### config.mk
export PLATFORM = sky130hd
export DESIGN_NAME = mmd_memory_map_decoder
export DESIGN_NICKNAME = d
export VERILOG_FILES = /design/src/logic/mmd_pkg.sv /design/src/logic/mmd_cfg_if.sv /design/src/logic/mmd_space_decode.sv /design/src/logic/mmd_memory_map_decoder.sv
export SDC_FILE = /design/constraint.sdc
export NUM_CORES = 1
export LEC_CHECK = 0
export ABC_AREA = 1
export BUFFER_PORTS_ARGS = -buffer_cell sky130_fd_sc_hd__buf_2
export CAP_MARGIN = 20
export CORE_MARGIN = 1.5
export CORE_UTILIZATION = 40
export CTS_BUF_LIST = sky130_fd_sc_hd__clkbuf_2 sky130_fd_sc_hd__clkbuf_4 sky130_fd_sc_hd__clkbuf_8
export CTS_CLUSTER_SIZE = 24
export DETAILED_ROUTE_END_ITERATION = 7
export GPL_ROUTABILITY_DRIVEN = 0
export PLACE_DENSITY = 0.75
export SKIP_LAST_GASP = 1
export SYNTH_ARGS = -nofsm -noshare
export SYNTH_HDL_FRONTEND = slang
export SYNTH_SLANG_ARGS = --single-unit
### constraint.sdc
create_clock -name sys_clk -period 2.8 [get_ports sys_clk]
set_input_delay 0.28 -clock sys_clk [delete_from_list [all_inputs] [get_ports sys_clk]]
set_output_delay 0.28 -clock sys_clk [all_outputs]
set_load 0.1 [all_outputs]
### src/logic/mmd_pkg.sv
package mmd_pkg;

    localparam int          ADDR_W       = 16;
    localparam int          ALLOC_W      = 8;

    typedef enum logic [3:0] {
        RG_EXT    = 4'h0,
        RG_MMR    = 4'h1,
        RG_BLK0   = 4'h2,
        RG_BLK1   = 4'h3,
        RG_BLK2   = 4'h4,
        RG_SINGLE = 4'h5,
        RG_ROM    = 4'h6,
        RG_BOOT   = 4'h7,
        RG_IOREG  = 4'h8,
        RG_RSVD   = 4'h9,
        RG_GLOBAL = 4'ha
    } mmd_region_e;

    typedef enum logic [1:0] {
        SP_PROG = 2'h0,
        SP_DATA = 2'h1,
        SP_IO   = 2'h2
    } mmd_space_e;

    // data space
    localparam logic [15:0] MMR_LO       = 16'h0000;
    localparam logic [15:0] MMR_HI       = 16'h005f;
    localparam logic [15:0] BLK2_LO      = 16'h0060;
    localparam logic [15:0] BLK2_HI      = 16'h007f;
    localparam logic [15:0] BLK0D_LO     = 16'h0100;
    localparam logic [15:0] BLK0D_HI     = 16'h02ff;
    localparam logic [15:0] BLK1_LO      = 16'h0300;
    localparam logic [15:0] BLK1_HI      = 16'h04ff;
    localparam logic [15:0] LOW_RSVD_HI  = 16'h07ff;
    localparam logic [15:0] MID_LO       = 16'h0800;
    localparam logic [15:0] MID_HI       = 16'h0fff;
    localparam logic [15:0] SINGLE_LO    = 16'h1000;
    localparam logic [15:0] SINGLE_HI    = 16'h1fff;
    localparam int          SINGLE_BLK_BIT = 11;
    // program space
    localparam logic [15:0] ROM_LO       = 16'h0000;
    localparam logic [15:0] ROM_HI       = 16'h0fff;
    localparam logic [15:0] BOOT_HI      = 16'h00ff;
    localparam logic [15:0] BLK0P_LO     = 16'hfe00;
    localparam logic [15:0] BLK0P_HI     = 16'hffff;
    // i/o space
    localparam logic [15:0] IO_ROMV_LO   = 16'hfff0;
    localparam logic [15:0] IO_BOOTV_LO  = 16'hffe0;
    localparam logic [15:0] IO_HI        = 16'hffff;

    // reset values
    localparam logic [7:0]  ALLOC_RST    = 8'h00;
    localparam logic        ROM_SEL_RST  = 1'b1;
    localparam logic        RAM_STRAP_RST = 1'b0;
    localparam logic        BOOT_RST     = 1'b1;
    localparam logic [1:0]  STRAP_SETTLE = 2'h2;

    function automatic logic in_rng(input logic [15:0] a,
                                    input logic [15:0] lo,
                                    input logic [15:0] hi);
        return (a >= lo) && (a <= hi);
    endfunction

    function automatic logic is_global(input logic [15:0] a, input logic [7:0] alloc);
        return (alloc != 8'h00) && ((a[15:8] & alloc) == alloc);
    endfunction

endpackage

### src/logic/mmd_cfg_if.sv
`timescale 1ns/1ps
interface mmd_cfg_if;
    logic       blk0_prog;
    logic       rom_en;
    logic       ram_en;
    logic       boot_en;
    logic [7:0] alloc;

    modport src (output blk0_prog, output rom_en, output ram_en, output boot_en, output alloc);
    modport dec (input blk0_prog, input rom_en, input ram_en, input boot_en, input alloc);
endinterface

### src/logic/mmd_space_decode.sv
`timescale 1ns/1ps
module mmd_space_decode #(
    parameter mmd_pkg::mmd_space_e SPACE       = mmd_pkg::SP_DATA,
    parameter bit                  ROM_VARIANT = 1'b1
) (
    // configuration
    mmd_cfg_if.dec                 cfg,
    // address
    input  wire logic [15:0]       addr,
    // result
    output mmd_pkg::mmd_region_e   region
);
    mmd_pkg::mmd_region_e prog_rg;
    mmd_pkg::mmd_region_e data_rg;
    mmd_pkg::mmd_region_e io_rg;

    wire        sa_on   = ROM_VARIANT && cfg.ram_en;
    wire        in_sa   = mmd_pkg::in_rng(addr, mmd_pkg::SINGLE_LO, mmd_pkg::SINGLE_HI);
    wire [15:0] io_lo   = ROM_VARIANT ? mmd_pkg::IO_ROMV_LO : mmd_pkg::IO_BOOTV_LO;
    wire        in_mid  = mmd_pkg::in_rng(addr, mmd_pkg::MID_LO, mmd_pkg::MID_HI);

    // glob checked last: on-chip claims the low 2K first
    assign data_rg =
        mmd_pkg::in_rng(addr, mmd_pkg::MMR_LO, mmd_pkg::MMR_HI) ? mmd_pkg::RG_MMR :  // RL4 RL17
        mmd_pkg::in_rng(addr, mmd_pkg::BLK2_LO, mmd_pkg::BLK2_HI)   ? mmd_pkg::RG_BLK2 : // RL10
        mmd_pkg::in_rng(addr, mmd_pkg::BLK0D_LO, mmd_pkg::BLK0D_HI) ?
            (cfg.blk0_prog ? mmd_pkg::RG_RSVD : mmd_pkg::RG_BLK0) :                 // RL11 RL12
        mmd_pkg::in_rng(addr, mmd_pkg::BLK1_LO, mmd_pkg::BLK1_HI)   ? mmd_pkg::RG_BLK1 : // RL12
        (addr <= mmd_pkg::LOW_RSVD_HI)                              ? mmd_pkg::RG_RSVD :
        (in_mid && sa_on)                                           ? mmd_pkg::RG_RSVD :
        (in_sa && sa_on)                                            ? mmd_pkg::RG_SINGLE : // RL8
        mmd_pkg::is_global(addr, cfg.alloc)                         ? mmd_pkg::RG_GLOBAL : // RL2
        mmd_pkg::RG_EXT;                                                               // RL20

    assign prog_rg =
        (ROM_VARIANT && cfg.rom_en &&
         mmd_pkg::in_rng(addr, mmd_pkg::ROM_LO, mmd_pkg::ROM_HI)) ? mmd_pkg::RG_ROM :  // RL5 RL6
        (!ROM_VARIANT && cfg.boot_en && (addr <= mmd_pkg::BOOT_HI)) ? mmd_pkg::RG_BOOT :
        (in_sa && sa_on)                                          ? mmd_pkg::RG_SINGLE : // RL8
        (cfg.blk0_prog && mmd_pkg::in_rng(addr, mmd_pkg::BLK0P_LO, mmd_pkg::BLK0P_HI)) ?
            mmd_pkg::RG_BLK0 :                                                          // RL11 RL12
        mmd_pkg::RG_EXT;                                                                // RL20

    assign io_rg = mmd_pkg::in_rng(addr, io_lo, mmd_pkg::IO_HI) ?
                   mmd_pkg::RG_IOREG : mmd_pkg::RG_EXT;                // RL13 RL18 RL17 RL20

    assign region = (SPACE == mmd_pkg::SP_PROG) ? prog_rg :
                    (SPACE == mmd_pkg::SP_DATA) ? data_rg : io_rg;     // RL1
endmodule // mmd_space_decode

### src/logic/mmd_memory_map_decoder.sv
`timescale 1ns/1ps
// How it works
// RL1: program, data and i/o are separate 64K-word spaces, 16-bit words.
// RL2: top of data space is global memory, size from the allocation register.
// RL3: global data accesses raise the global bus request.
// RL4: data addresses 0 to 5f decode as mapped registers, not ram.
// RL5: rom variant samples the rom strap at reset; off means external.
// RL6: rom is 4K words at program 0, mapped only while strap is low.
// RL7: single-access ram is 2K blocks; same-block double access is flagged.
// RL8: 4K single-access ram at 1000 in both spaces only with ram strap high.
// RL9: dual-access ram takes a read and a write in one cycle freely.
// RL10: dual block one is 512 words, block two 32 words at data 60.
// RL11: block zero sits in data when select is clear, program when set.
// RL12: block zero decodes at data 100 to 2ff or program fe00 to ffff, block one at data 300 to 4ff; block two decodes only at data 60 to 7f.
// RL13: bootloader variant decodes i/o ffe0 upward on chip.
// RL14: i/o ff00 to ff0f is for factory test; others must not use it.
// RL15: on-chip access has no wait; external waits on the ready pin.
// RL16: three concurrent accesses per cycle are supported without stalls.
// RL17: mapped registers live in internal data and i/o space.
// RL18: rom variant decodes i/o fff0 upward on chip.
// RL19: allocation register clears at reset, leaving no global region.
// RL20: anything unclaimed goes to the external interface of its space.
// RL21: straps are latched after reset and held until the next reset.
module mmd_memory_map_decoder #(
    parameter bit ROM_VARIANT = 1'b1
) (
    // clock and reset
    input  wire logic                 sys_clk,
    input  wire logic                 resetn,
    // strap pins
    input  wire logic                 rom_select_strap,
    input  wire logic                 single_access_ram_enable_strap,
    input  wire logic                 boot_strap,
    // software configuration
    input  wire logic                 block_zero_space_select,
    input  wire logic                 global_alloc_wr,
    input  wire logic [7:0]           global_alloc_wdata,
    // access requests
    input  wire logic                 prog_valid,
    input  wire logic [15:0]          prog_addr,
    input  wire logic                 drd_valid,
    input  wire logic [15:0]          drd_addr,
    input  wire logic                 dwr_valid,
    input  wire logic [15:0]          dwr_addr,
    input  wire logic                 io_valid,
    input  wire logic [15:0]          io_addr,
    // external ready pin
    input  wire logic                 ext_ready,
    // steering results
    output mmd_pkg::mmd_region_e      prog_region,
    output mmd_pkg::mmd_region_e      drd_region,
    output mmd_pkg::mmd_region_e      dwr_region,
    output mmd_pkg::mmd_region_e      io_region,
    output logic                      prog_ext_req,
    output logic                      drd_ext_req,
    output logic                      dwr_ext_req,
    output logic                      io_ext_req,
    // status
    output logic                      global_bus_request,
    output logic                      single_access_ram_conflict,
    output logic                      access_ready,
    output logic [7:0]                global_alloc_reg
);
    mmd_cfg_if cfg ();

    logic [2:0]             strap_s1_reg;
    logic [2:0]             strap_s2_reg;
    logic [1:0]             settle_reg;
    logic                   rom_sel_reg;
    logic                   ram_on_reg;
    logic                   boot_reg;
    logic                   rdy_s1_reg;
    logic                   rdy_s2_reg;
    logic [7:0]             alloc_reg;
    logic [3:0]             ext_req_reg;
    logic                   gbr_reg;
    logic                   conflict_reg;
    logic                   ready_reg;
    mmd_pkg::mmd_region_e   region_reg [4];
    mmd_pkg::mmd_region_e   region_raw [4];
    logic [15:0]            addr_a     [4];
    logic [3:0]             valid_a;
    logic [3:0]             ext_next;

    assign addr_a[0] = prog_addr;
    assign addr_a[1] = drd_addr;
    assign addr_a[2] = dwr_addr;
    assign addr_a[3] = io_addr;
    assign valid_a   = {io_valid, dwr_valid, drd_valid, prog_valid};

    // rom strap active low, boot strap active low
    assign cfg.blk0_prog = block_zero_space_select;
    assign cfg.rom_en    = !rom_sel_reg;
    assign cfg.ram_en    = ram_on_reg;
    assign cfg.boot_en   = !boot_reg;
    assign cfg.alloc     = alloc_reg;

    genvar gi;
    generate
        for (gi = 0; gi < 4; gi++)
        begin : g_dec
            mmd_space_decode #(
                .SPACE       ((gi == 0) ? mmd_pkg::SP_PROG :
                              (gi == 3) ? mmd_pkg::SP_IO : mmd_pkg::SP_DATA),
                .ROM_VARIANT (ROM_VARIANT)
            ) u_dec (
                .cfg    (cfg),
                .addr   (addr_a[gi]),
                .region (region_raw[gi])
            );
            assign ext_next[gi] = valid_a[gi] &&
                                  ((region_raw[gi] == mmd_pkg::RG_EXT) ||
                                   (region_raw[gi] == mmd_pkg::RG_GLOBAL));  // RL20
        end
    endgenerate

    wire sa_p  = prog_valid && (region_raw[0] == mmd_pkg::RG_SINGLE);
    wire sa_r  = drd_valid  && (region_raw[1] == mmd_pkg::RG_SINGLE);
    wire sa_w  = dwr_valid  && (region_raw[2] == mmd_pkg::RG_SINGLE);
    wire bk_p  = prog_addr[mmd_pkg::SINGLE_BLK_BIT];
    wire bk_r  = drd_addr[mmd_pkg::SINGLE_BLK_BIT];
    wire bk_w  = dwr_addr[mmd_pkg::SINGLE_BLK_BIT];
    // dual-access hits never count here, so they never clash
    wire clash = (sa_p && sa_r && (bk_p == bk_r)) ||
                 (sa_p && sa_w && (bk_p == bk_w)) ||
                 (sa_r && sa_w && (bk_r == bk_w));                          // RL7 RL9
    wire gbr_next = (drd_valid && (region_raw[1] == mmd_pkg::RG_GLOBAL)) ||
                    (dwr_valid && (region_raw[2] == mmd_pkg::RG_GLOBAL));   // RL3
    // on-chip accesses complete at once; any external one waits for ready
    wire ready_next = (ext_next == 4'h0) || rdy_s2_reg;                     // RL15 RL16
    wire latch_now  = (settle_reg == mmd_pkg::STRAP_SETTLE);

    // straps pass two flops, then are caught once after reset release
    always_ff @(posedge sys_clk)
    begin
        if (!resetn)
        begin
            strap_s1_reg <= 3'h0;
            strap_s2_reg <= 3'h0;
            settle_reg   <= 2'h0;
            rom_sel_reg  <= mmd_pkg::ROM_SEL_RST;
            ram_on_reg   <= mmd_pkg::RAM_STRAP_RST;
            boot_reg     <= mmd_pkg::BOOT_RST;
        end
        else
        begin
            strap_s1_reg <= {boot_strap, single_access_ram_enable_strap, rom_select_strap};
            strap_s2_reg <= strap_s1_reg;
            // stop counting at 2: a wrap would re-latch the straps every few cycles
            if (settle_reg < mmd_pkg::STRAP_SETTLE)
                settle_reg <= settle_reg + 2'h1;
            if (latch_now && (settle_reg != 2'h3))
            begin
                rom_sel_reg <= strap_s2_reg[0];  // RL5 RL21
                ram_on_reg  <= strap_s2_reg[1];  // RL21
                boot_reg    <= strap_s2_reg[2];  // RL21
                settle_reg  <= 2'h3;
            end
        end
    end

    always_ff @(posedge sys_clk)
    begin
        if (!resetn)
        begin
            rdy_s1_reg   <= 1'b0;
            rdy_s2_reg   <= 1'b0;
            alloc_reg    <= mmd_pkg::ALLOC_RST;  // RL19
            ext_req_reg  <= 4'h0;
            gbr_reg      <= 1'b0;
            conflict_reg <= 1'b0;
            ready_reg    <= 1'b1;
            for (int i = 0; i < 4; i++)
                region_reg[i] <= mmd_pkg::RG_EXT;
        end
        else
        begin
            rdy_s1_reg   <= ext_ready;
            rdy_s2_reg   <= rdy_s1_reg;
            if (global_alloc_wr)
                alloc_reg <= global_alloc_wdata;  // RL2
            ext_req_reg  <= ext_next;
            gbr_reg      <= gbr_next;
            conflict_reg <= clash;
            ready_reg    <= ready_next;
            for (int i = 0; i < 4; i++)
                region_reg[i] <= valid_a[i] ? region_raw[i] : mmd_pkg::RG_EXT;
        end
    end

    // the settle code 3 means latched; the latch branch above runs once
    assign prog_region        = region_reg[0];
    assign drd_region         = region_reg[1];
    assign dwr_region         = region_reg[2];
    assign io_region          = region_reg[3];
    assign prog_ext_req       = ext_req_reg[0];
    assign drd_ext_req        = ext_req_reg[1];
    assign dwr_ext_req        = ext_req_reg[2];
    assign io_ext_req         = ext_req_reg[3];
    assign global_bus_request = gbr_reg;
    assign single_access_ram_conflict     = conflict_reg;
    assign access_ready       = ready_reg;
    assign global_alloc_reg   = alloc_reg;

    mmr_decode_a: assert property (@(posedge sys_clk) disable iff (!resetn) // RL4
        drd_valid && (drd_addr <= mmd_pkg::MMR_HI) |=> drd_region == mmd_pkg::RG_MMR)
        else $error("low data address not decoded as register");
    blk2_place_a: assert property (@(posedge sys_clk) disable iff (!resetn) // RL10
        drd_valid && mmd_pkg::in_rng(drd_addr, mmd_pkg::BLK2_LO, mmd_pkg::BLK2_HI)
        |=> drd_region == mmd_pkg::RG_BLK2)
        else $error("block two not at 60");
    blk0_data_a: assert property (@(posedge sys_clk) disable iff (!resetn) // RL11
        dwr_valid && !block_zero_space_select
        && mmd_pkg::in_rng(dwr_addr, mmd_pkg::BLK0D_LO, mmd_pkg::BLK0D_HI)
        |=> dwr_region == mmd_pkg::RG_BLK0)
        else $error("block zero missing in data space");
    blk0_prog_a: assert property (@(posedge sys_clk) disable iff (!resetn) // RL12
        prog_valid && block_zero_space_select && (prog_addr[15:9] == 7'h7f)
        |=> prog_region == mmd_pkg::RG_BLK0 && !prog_ext_req)
        else $error("block zero alias missing in program space");
    alloc_reset_a: assert property (@(posedge sys_clk) disable iff (!resetn) // RL19
        $rose(resetn) |-> global_alloc_reg == mmd_pkg::ALLOC_RST && !global_bus_request)
        else $error("allocation register not cleared by reset");
    strap_hold_a: assert property (@(posedge sys_clk) disable iff (!resetn) // RL21
        (settle_reg == 2'h3) && $past(settle_reg == 2'h3)
        |-> $stable(rom_sel_reg) && $stable(ram_on_reg) && $stable(boot_reg))
        else $error("strap changed after latching");
    wait_free_a: assert property (@(posedge sys_clk) disable iff (!resetn) // RL15
        (ext_next == 4'h0) |=> access_ready ##0 (ext_req_reg == 4'h0))
        else $error("on-chip access given a wait");
    global_req_a: assert property (@(posedge sys_clk) disable iff (!resetn) // RL3
        global_bus_request |-> $past(drd_valid || dwr_valid)
        && ((drd_region == mmd_pkg::RG_GLOBAL) || (dwr_region == mmd_pkg::RG_GLOBAL)))
        else $error("global request without global access");
    clash_flag_a: assert property (@(posedge sys_clk) disable iff (!resetn) // RL7
        single_access_ram_conflict |-> $past(clash) && ($past(sa_p) + $past(sa_r) + $past(sa_w) >= 2))
        else $error("conflict flagged without same-block access");
    io_int_a: assert property (@(posedge sys_clk) disable iff (!resetn) // RL18
        io_valid && (io_addr >= mmd_pkg::IO_ROMV_LO)
        |=> io_region == mmd_pkg::RG_IOREG && !io_ext_req)
        else $error("internal i/o sent off chip");
endmodule // mmd_memory_map_decoder

## Yosys cells after proc, flatten, opt, wreduce, memory -nomap -nowiden

Memory sizes are Yosys's and may differ from the RTL's.
Cells that the tools add are included.

- Bits in registers: 25
- Memory bits (writable): 16
- Input port bits: 84
- Output and inout port bits: 31
- Word-level logic and storage cells: 159
- Memories: 1

Memories:

| name | words | width | rd ports | clocked after Yosys merged registers in | write ports | line | RTL |
|---|---|---|---|---|---|---|---|
| region_reg | 4 | 4 | 4 | 0 | 4 | mmd_memory_map_decoder.sv:79 | `mmd_pkg::mmd_region_e region_reg [4];` |

- $add $sub $neg: 1
- $lt $le $gt $ge: 35
- Eq/ne operators: 14
- Mux-type cells: 33
- Bitwise gates (word level): 6
- Reductions and logical operators: 57

Operator list:

| kind | number |
|---|---|
| two-way mux 4 bit | 28 |
| <= comparator 16 x 11 -> 1 bit (second input constant) | 4 |
| <= comparator 16 x 7 -> 1 bit (second input constant) | 4 |
| greater-or-equal comparator 16 x 1 -> 1 bit (second input constant) | 3 |
| greater-or-equal comparator 16 x 13 -> 1 bit (second input constant) | 3 |
| <= comparator 16 x 12 -> 1 bit (second input constant) | 3 |
| <= comparator 16 x 13 -> 1 bit (second input constant) | 3 |
| logical AND 1 bit | 41 |
| greater-or-equal comparator 16 x 10 -> 1 bit (second input constant) | 2 |
| greater-or-equal comparator 16 x 12 -> 1 bit (second input constant) | 2 |
| greater-or-equal comparator 16 bit (second input constant) | 2 |
| greater-or-equal comparator 16 x 7 -> 1 bit (second input constant) | 2 |
| greater-or-equal comparator 16 x 9 -> 1 bit (second input constant) | 2 |
| <= comparator 16 x 10 -> 1 bit (second input constant) | 2 |
| <= comparator 16 bit (second input constant) | 2 |
| zero test 4 bit | 5 |
| AND 8 bit | 2 |
| equality test 4 bit (second input constant) | 4 |
| equality test 8 bit | 2 |
| equality test 4 x 3 -> 1 bit (second input constant) | 3 |
| logical OR 1 bit | 8 |
| nonzero test 8 bit | 1 |
| two-way mux 2 bit | 3 |
| bitwise OR 1 bit | 4 |
| 8 further kinds | 11 |

## Longest topological paths before layout

Gate-level depths: netlist of run 1.

- Depth after elaboration: 17
- Depth in mapped cells: 12

## Hierarchy

A second synthesis of run 1 with hierarchy kept.

- Cell total of the unflattened synthesis: 336
- Area, all modules: 2234.6 um^2

By module, submodules not included:

| module | instances | cells each | area an instance (um^2) |
|---|---|---|---|
| mmd_memory_map_decoder | 1 | 191 | 1544.0 |
| mmd_space_decode at g_dec[1].u_dec ... | 2 | 56 | 270.3 |
| mmd_space_decode at g_dec[0].u_dec | 1 | 20 | 85.1 |
| mmd_space_decode at g_dec[3].u_dec | 1 | 13 | 65.1 |

## Worst setup path after synthesis of run 1

OpenSTA, ideal clock, no wires.

- Path kind: register to register
- Start: register alloc_reg[5] (netlist: global_alloc_reg[5])
- End: memory region_reg[2][3] in the netlist's numbering
- Setup time: 0.116 ns
- Arrival: 1.610 ns
- Data required time: 2.684 ns
- Path slack: 1.074 ns
- Cell stages (with the launch flop): 12
- Path buffers: 0
- Period minus slack after synthesis: 1.726 ns
- Path through: dfxtp_1 > nand2_1 > nand2_1 > clkinv_1 > nand2_1 > nor2_1 > nand2_1 > nand2_1 > nand2_1 > nand2_1 > nand2_1 > nor2_2

RTL lines:

| item | line | RTL |
|---|---|---|
| start, declared | mmd_memory_map_decoder.sv:74 | `logic [7:0] alloc_reg;` |
| start signal, assigned | mmd_memory_map_decoder.sv:168 | `alloc_reg <= mmd_pkg::ALLOC_RST;` |
| start signal, assigned | mmd_memory_map_decoder.sv:181 | `alloc_reg <= global_alloc_wdata;` |
| end, declared | mmd_memory_map_decoder.sv:79 |  |

## Worst setup path in the final report of run 1

- Start: register alloc_reg[1] (netlist: global_alloc_reg[1])
- End: output port global_alloc_reg[1]

RTL lines:

| item | line | RTL |
|---|---|---|
| end, declared | mmd_memory_map_decoder.sv:62 | `output logic [7:0] global_alloc_reg` |

No word-level cell between the ends.

==> flow_summary.toml, run 1 <==
[clocking]
clk_latency_ns = 0.29
ctsHoldBuffers = 0
clkTransAtPathRegs_ns = 0.07
cts_setup_buffers = 0
cts_made_buffers = 5
cts_htree_levels = 2
root_buffer = "clkbuf_8"
cts.sinks = 37
clk_path_buf_depth = 2
tritoncts = "yes"
cts_resized = 0

[global_routing]
grt_pass1_wl_um = 6893
grt_util_all_layers = 0.1683
antenna_found_initial = 0
grt_pass1_vias = 1646
grt_remaining_overflow = 0
grt_max_degree = 28

[sta]
clock.fmax_mhz = 688.5
fin_crit_ns = 1.452
hold_viol_final = 0
fin_tns_setup_ns = 0
finalCritPeriodShare = 0.5187
rsz0062_at_grt = "false"
skew_ns = 0.008257
timing.hold.ws_ns = 0.1718
drv_slew = 0
setup_viol = 0

[logic_synthesis]
synth_edf_count = 0
synth_top_area_frac = 0.3968
synth.ff_latch_count = 37
synth_cells = 291
synth.area.top_cells = "dfxtp_1 (40%), nand2_1 (16%), nor2_1 (9.2%)"
ys_warn_count = 0
synth.largest_area_cell = "dfxtp_1"
async_reset_ff_frac = 0
seq_area_frac_synth = 0.3968
syn_avg_cell_area_um2 = 6.415
ys_types = 29
synthesis.area_um2 = 1867
synthFlopType = "dfxtp_1"

[power]
p_leak_nw = 1.415
ir_drop_mv = 0.4366
p_per_area_nw_per_um2 = 586.8

[critical_path]
end_kind = "output port"
crit_required_ns = 2.52
path_cells = "buf_2"
path_buf_inv = 1
cpLargestDelayFamily = "buffers and inverters"
critPathMaxStageDelay_ns = 0.46
arrival_ns = 1.17
cp_max_fo = 5
start_kind = "register"
path_class = "reg2out"
crit_slowest_cell = "buf_2"

[die]
fp.dieW_um = 71.32
die_h_um = 71.32
dieArea_um2 = 5086
core_um2 = 4414
start_util = 0.4229
num_rows = 24
ios = 115

[placement]
portBuffers = 86
hpwl_um = 3397

[layout]
finalNetCount = 466
layout-drive-gt1-share = 0.2966
largest_register_ffs = 12
synthToLayoutAreaGrowth_pct = 31.03
fillers = 441
num_antenna_cells = 0

[route]
antenna_left = 0
drc_errors = 0
drt_iter0_drc = 70
avgViaCountPerCell = 4.499
vias = 1948
wl_per_cell_um = 9.721
routed_wl_um = 4209
drt_pass1_iterations = 4

[job]
cap_violations = 0

[hold_path]
hold_path_class = "in2reg"

[run_status]
status = "completed"
stage by stage:
stage	total power, mW	setup slack [ns]	std cells	utilization	area, µm²
global route	1.511	1.302	433	0.5541	2446
finish	1.435	1.348	433	0.5541	2446
CTS	1.445	1.337	433	0.5541	2446
floorplan	0.8995	1.074	294	-	1878
global placement	0.9861	1.432	425	0.5281	2331
detailed placement	0.9933	1.385	425	0.5281	2331
cells in the final DEF, fill, tap and decap left out, drive strengths merged:
master and count:
nand2 83, a31oi 1, nand3 15, xnor2 1, nor2 54, a21oi 8, nor3b 1, ha 2
nand4 5, o21ai 18, nor3 1, nand3b 2, conb 4, clkinvlp 1, o31ai 1, inv 49
o22ai 1, bufinv 1, xor2 1, clkinv 4, clkbuf 5, buf 86, dfxtp 37
report_power, final:
group / switching [mW] / internal (mW) / total [mW]
clock network: 0.188 / 0.266 / 0.454
logic: 0.284 / 0.0983 / 0.382
registers: 0.0321 / 0.567 / 0.599
tightest hold or removal path: stages:
cell     delay [ns]
buf_2          0.07
nand2_1        0.04
inv_1          0.04
routing by layer:
| layer | global-route usage | vias up | routed length (µm) |
|---|---|---|---|
| li1 | - | 1061 | - |
| met1 | 0.2105 | 817 | 1901 |
| met2 | 0.2850 | 60 | 1960 |
| met3 | 0.04782 | 10 | 300 |
| met4 | 0.04403 | 0 | 47 |
| met5 | 0 | - | 0 |
worst paths after layout:
kind | from | to | slack, ns | cells after the start
worst max-delay path | global_alloc_reg[1] | global_alloc_reg[1] | 1.35 | 1
worst min-delay path | single_access_ram_enable_strap | strap_s1_reg[1] | 0.17 | 3
worst max register to register | cfg.ram_en | region_reg[2][3] | 1.49 | 9
worst min register to register | strap_s1_reg[0] | strap_s2_reg[0] | 0.41 | 2
synthesized netlist by cell type, types with 3 or more instances:
master,count
a21oi_1,8
dfxtp_1,37
buf_4,4
clkinv_1,3
inv_2,6
nand2_1,81
nor2_2,7
inv_1,43
o21ai_1,4
nand4_1,5
nor2_1,46
o21ai_0,13
nand3_1,14
cell families (layout without fill, tap and decap cells):
family,Yosys count,in the layout,share of synthesized area
buffers and inverters,59,146,0.1273
AND/OR/NAND/NOR,161,161,0.3686
other,1,4,0.002009
XOR/XNOR,2,2,0.009385
adder cells (fa/ha/maj),2,2,0.01340
AO/OA/AOI/OAI,29,29,0.08245
flip-flops,37,37,0.3968
area by class of cell:
type                            count  area (µm²)  share of cell area
Clock buffer                        5       68.82             0.02813
Clock inverter                      3       46.29             0.01893
Inverter                           52       195.2             0.07980
Multi-Input combinational cell    198       899.6              0.3678
Sequential cell                    37       740.7              0.3028
Tap cell                           52       65.06             0.02660
Timing Repair Buffer               86       430.4              0.1760
No activity file was read; power rests on OpenSTA's default activity.
==> run 2: changes to the inputs <==
==> constraint.sdc (replaced) <==
create_clock -name sys_clk -period 1.5 [get_ports sys_clk]
set_input_delay 0.15 -clock sys_clk [delete_from_list [all_inputs] [get_ports sys_clk]]
set_output_delay 0.15 -clock sys_clk [all_outputs]
set_load 0.1 [all_outputs]
==> run 2 against run 1 <==
Against the previous run:
- register-to-register slack lost 1.3 ns
- cell count grew 0.23%
- first-iteration DRC count grew 60%
- highest routed layer unchanged
==> flow_summary.toml, run 2 (synthesis gave the netlist of run 1 again) <==
[clocking]
clk_path_buf_depth = 2
cts.sinks = 37
ctsHoldBuffers = 0
root_buffer = "clkbuf_8"
tritoncts = "yes"
cts_resized = 0
clkTransAtPathRegs_ns = 0.07
cts_made_buffers = 5
clk_latency_ns = 0.28
cts_htree_levels = 2
cts_setup_buffers = 0

[layout]
layout-drive-gt1-share = 0.3194
finalInstanceArea_um2 = 2469
synthToLayoutAreaGrowth_pct = 32.24
finalNonFillerCells = 434
fillers = 430
final_cell_mix = "buf_2 (86), nand2_1 (81), nor2_1 (46), inv_1 (43), dfxtp_1 (29)"
final_common_cell = "buf_2"
num_antenna_cells = 0
finalNetCount = 467
largest_register_ffs = 12
fin_util = 0.5592

[sta]
hold_viol_final = 0
drv_slew = 0
clock.fmax_mhz = 766.2
setup_viol = 0
finalWorstSetupSlack_ns = 0.1949
fin_tns_setup_ns = 0
fin_crit_ns = 1.305
skew_ns = 0.01108
timing.hold.ws_ns = 0.04323
finalCritPeriodShare = 0.8701
rsz0062_at_grt = "false"

[route]
drt_iter0_drc = 112
avgViaCountPerCell = 4.442
drc_errors = 0
routed_wl_um = 4277
antenna_left = 0
drt_pass1_iterations = 5
wl_per_cell_um = 9.855
vias = 1928

[global_routing]
grt_use_met2 = 0.3025
grt_remaining_overflow = 0
grtUsageMet1 = 0.2195
grt_util_all_layers = 0.1772
antenna_found_initial = 0
grt_max_degree = 16
grt-busiest-layer = "met2"
grt_pass1_wl_um = 7182
grt_pass1_vias = 1688
globalRouteMet3Util = 0.05204

[die]
fp.dieW_um = 71.32
num_rows = 24
start_util = 0.4229
core_um2 = 4414
dieArea_um2 = 5086
ios = 115
die_h_um = 71.32

[job]
cap_violations = 0

[critical_path]
path_class = "reg2reg"
start_kind = "register"
arrival_ns = 1.47
crit_required_ns = 1.67
end_kind = "register"
cp_max_fo = 6

[placement]
place_ws_ns = 0.2289
portBuffers = 86
hpwl_um = 3487
dp.cells = 426
dpl_cell_area_um2 = 2349

[power]
ir_drop_mv = 0.7498
p_leak_nw = 1.425
total_power_mw = 2.722
p_per_area_nw_per_um2 = 1103

[run_status]
status = "completed"

[hold_path]
hold_path_class = "in2reg"
[run 2: power breakdown]
part	total (mW)	internal, mW	switching, mW
Clock	0.881	0.540	0.340
Sequential	1.12	1.06	0.0611
Combinational	0.718	0.186	0.533
[run 2: layout make-up]
cell class | instances | area (µm²) | area share
multi-input cells | 198 | 899.6 | 0.3644
repair buffers | 87 | 437.9 | 0.1774
clock inverters | 2 | 37.54 | 0.01521
inverters | 52 | 195.2 | 0.07907
flip-flops and latches | 37 | 750.7 | 0.3041
clock buffers | 6 | 82.58 | 0.03345
well taps | 52 | 65.06 | 0.02636
[run 2: layer usage]
metal,wire (µm),vias to the layer above,part of all wire
met5,0,-,0
met4,17,0,0.0040
met3,256,3,0.060
met2,2048,57,0.48
met1,1955,812,0.46
li1,-,1056,-
[run 2: critical path: stages (launching register included)]
cell	delay, ns
dfxtp_1	0.47
nand2_1	0.10
nor2_2	0.18
nor2_1	0.11
nand2_1	0.07
nand2_1	0.04
nand2_1	0.07
nand2_1	0.05
nand2_1	0.07
nor2_2	0.03
[run 2: final timing paths]
path                                        from          endpoint  slack [ns]  depth (start not counted)
setup / recovery                      cfg.ram_en  region_reg[2][3]        0.19                          9
hold / removal    single_access_ram_enable_strap   strap_s1_reg[1]        0.04                          3
setup reg to reg                      cfg.ram_en  region_reg[2][3]        0.19                          9
hold reg to reg                       rdy_s2_reg      access_ready        0.41                          2
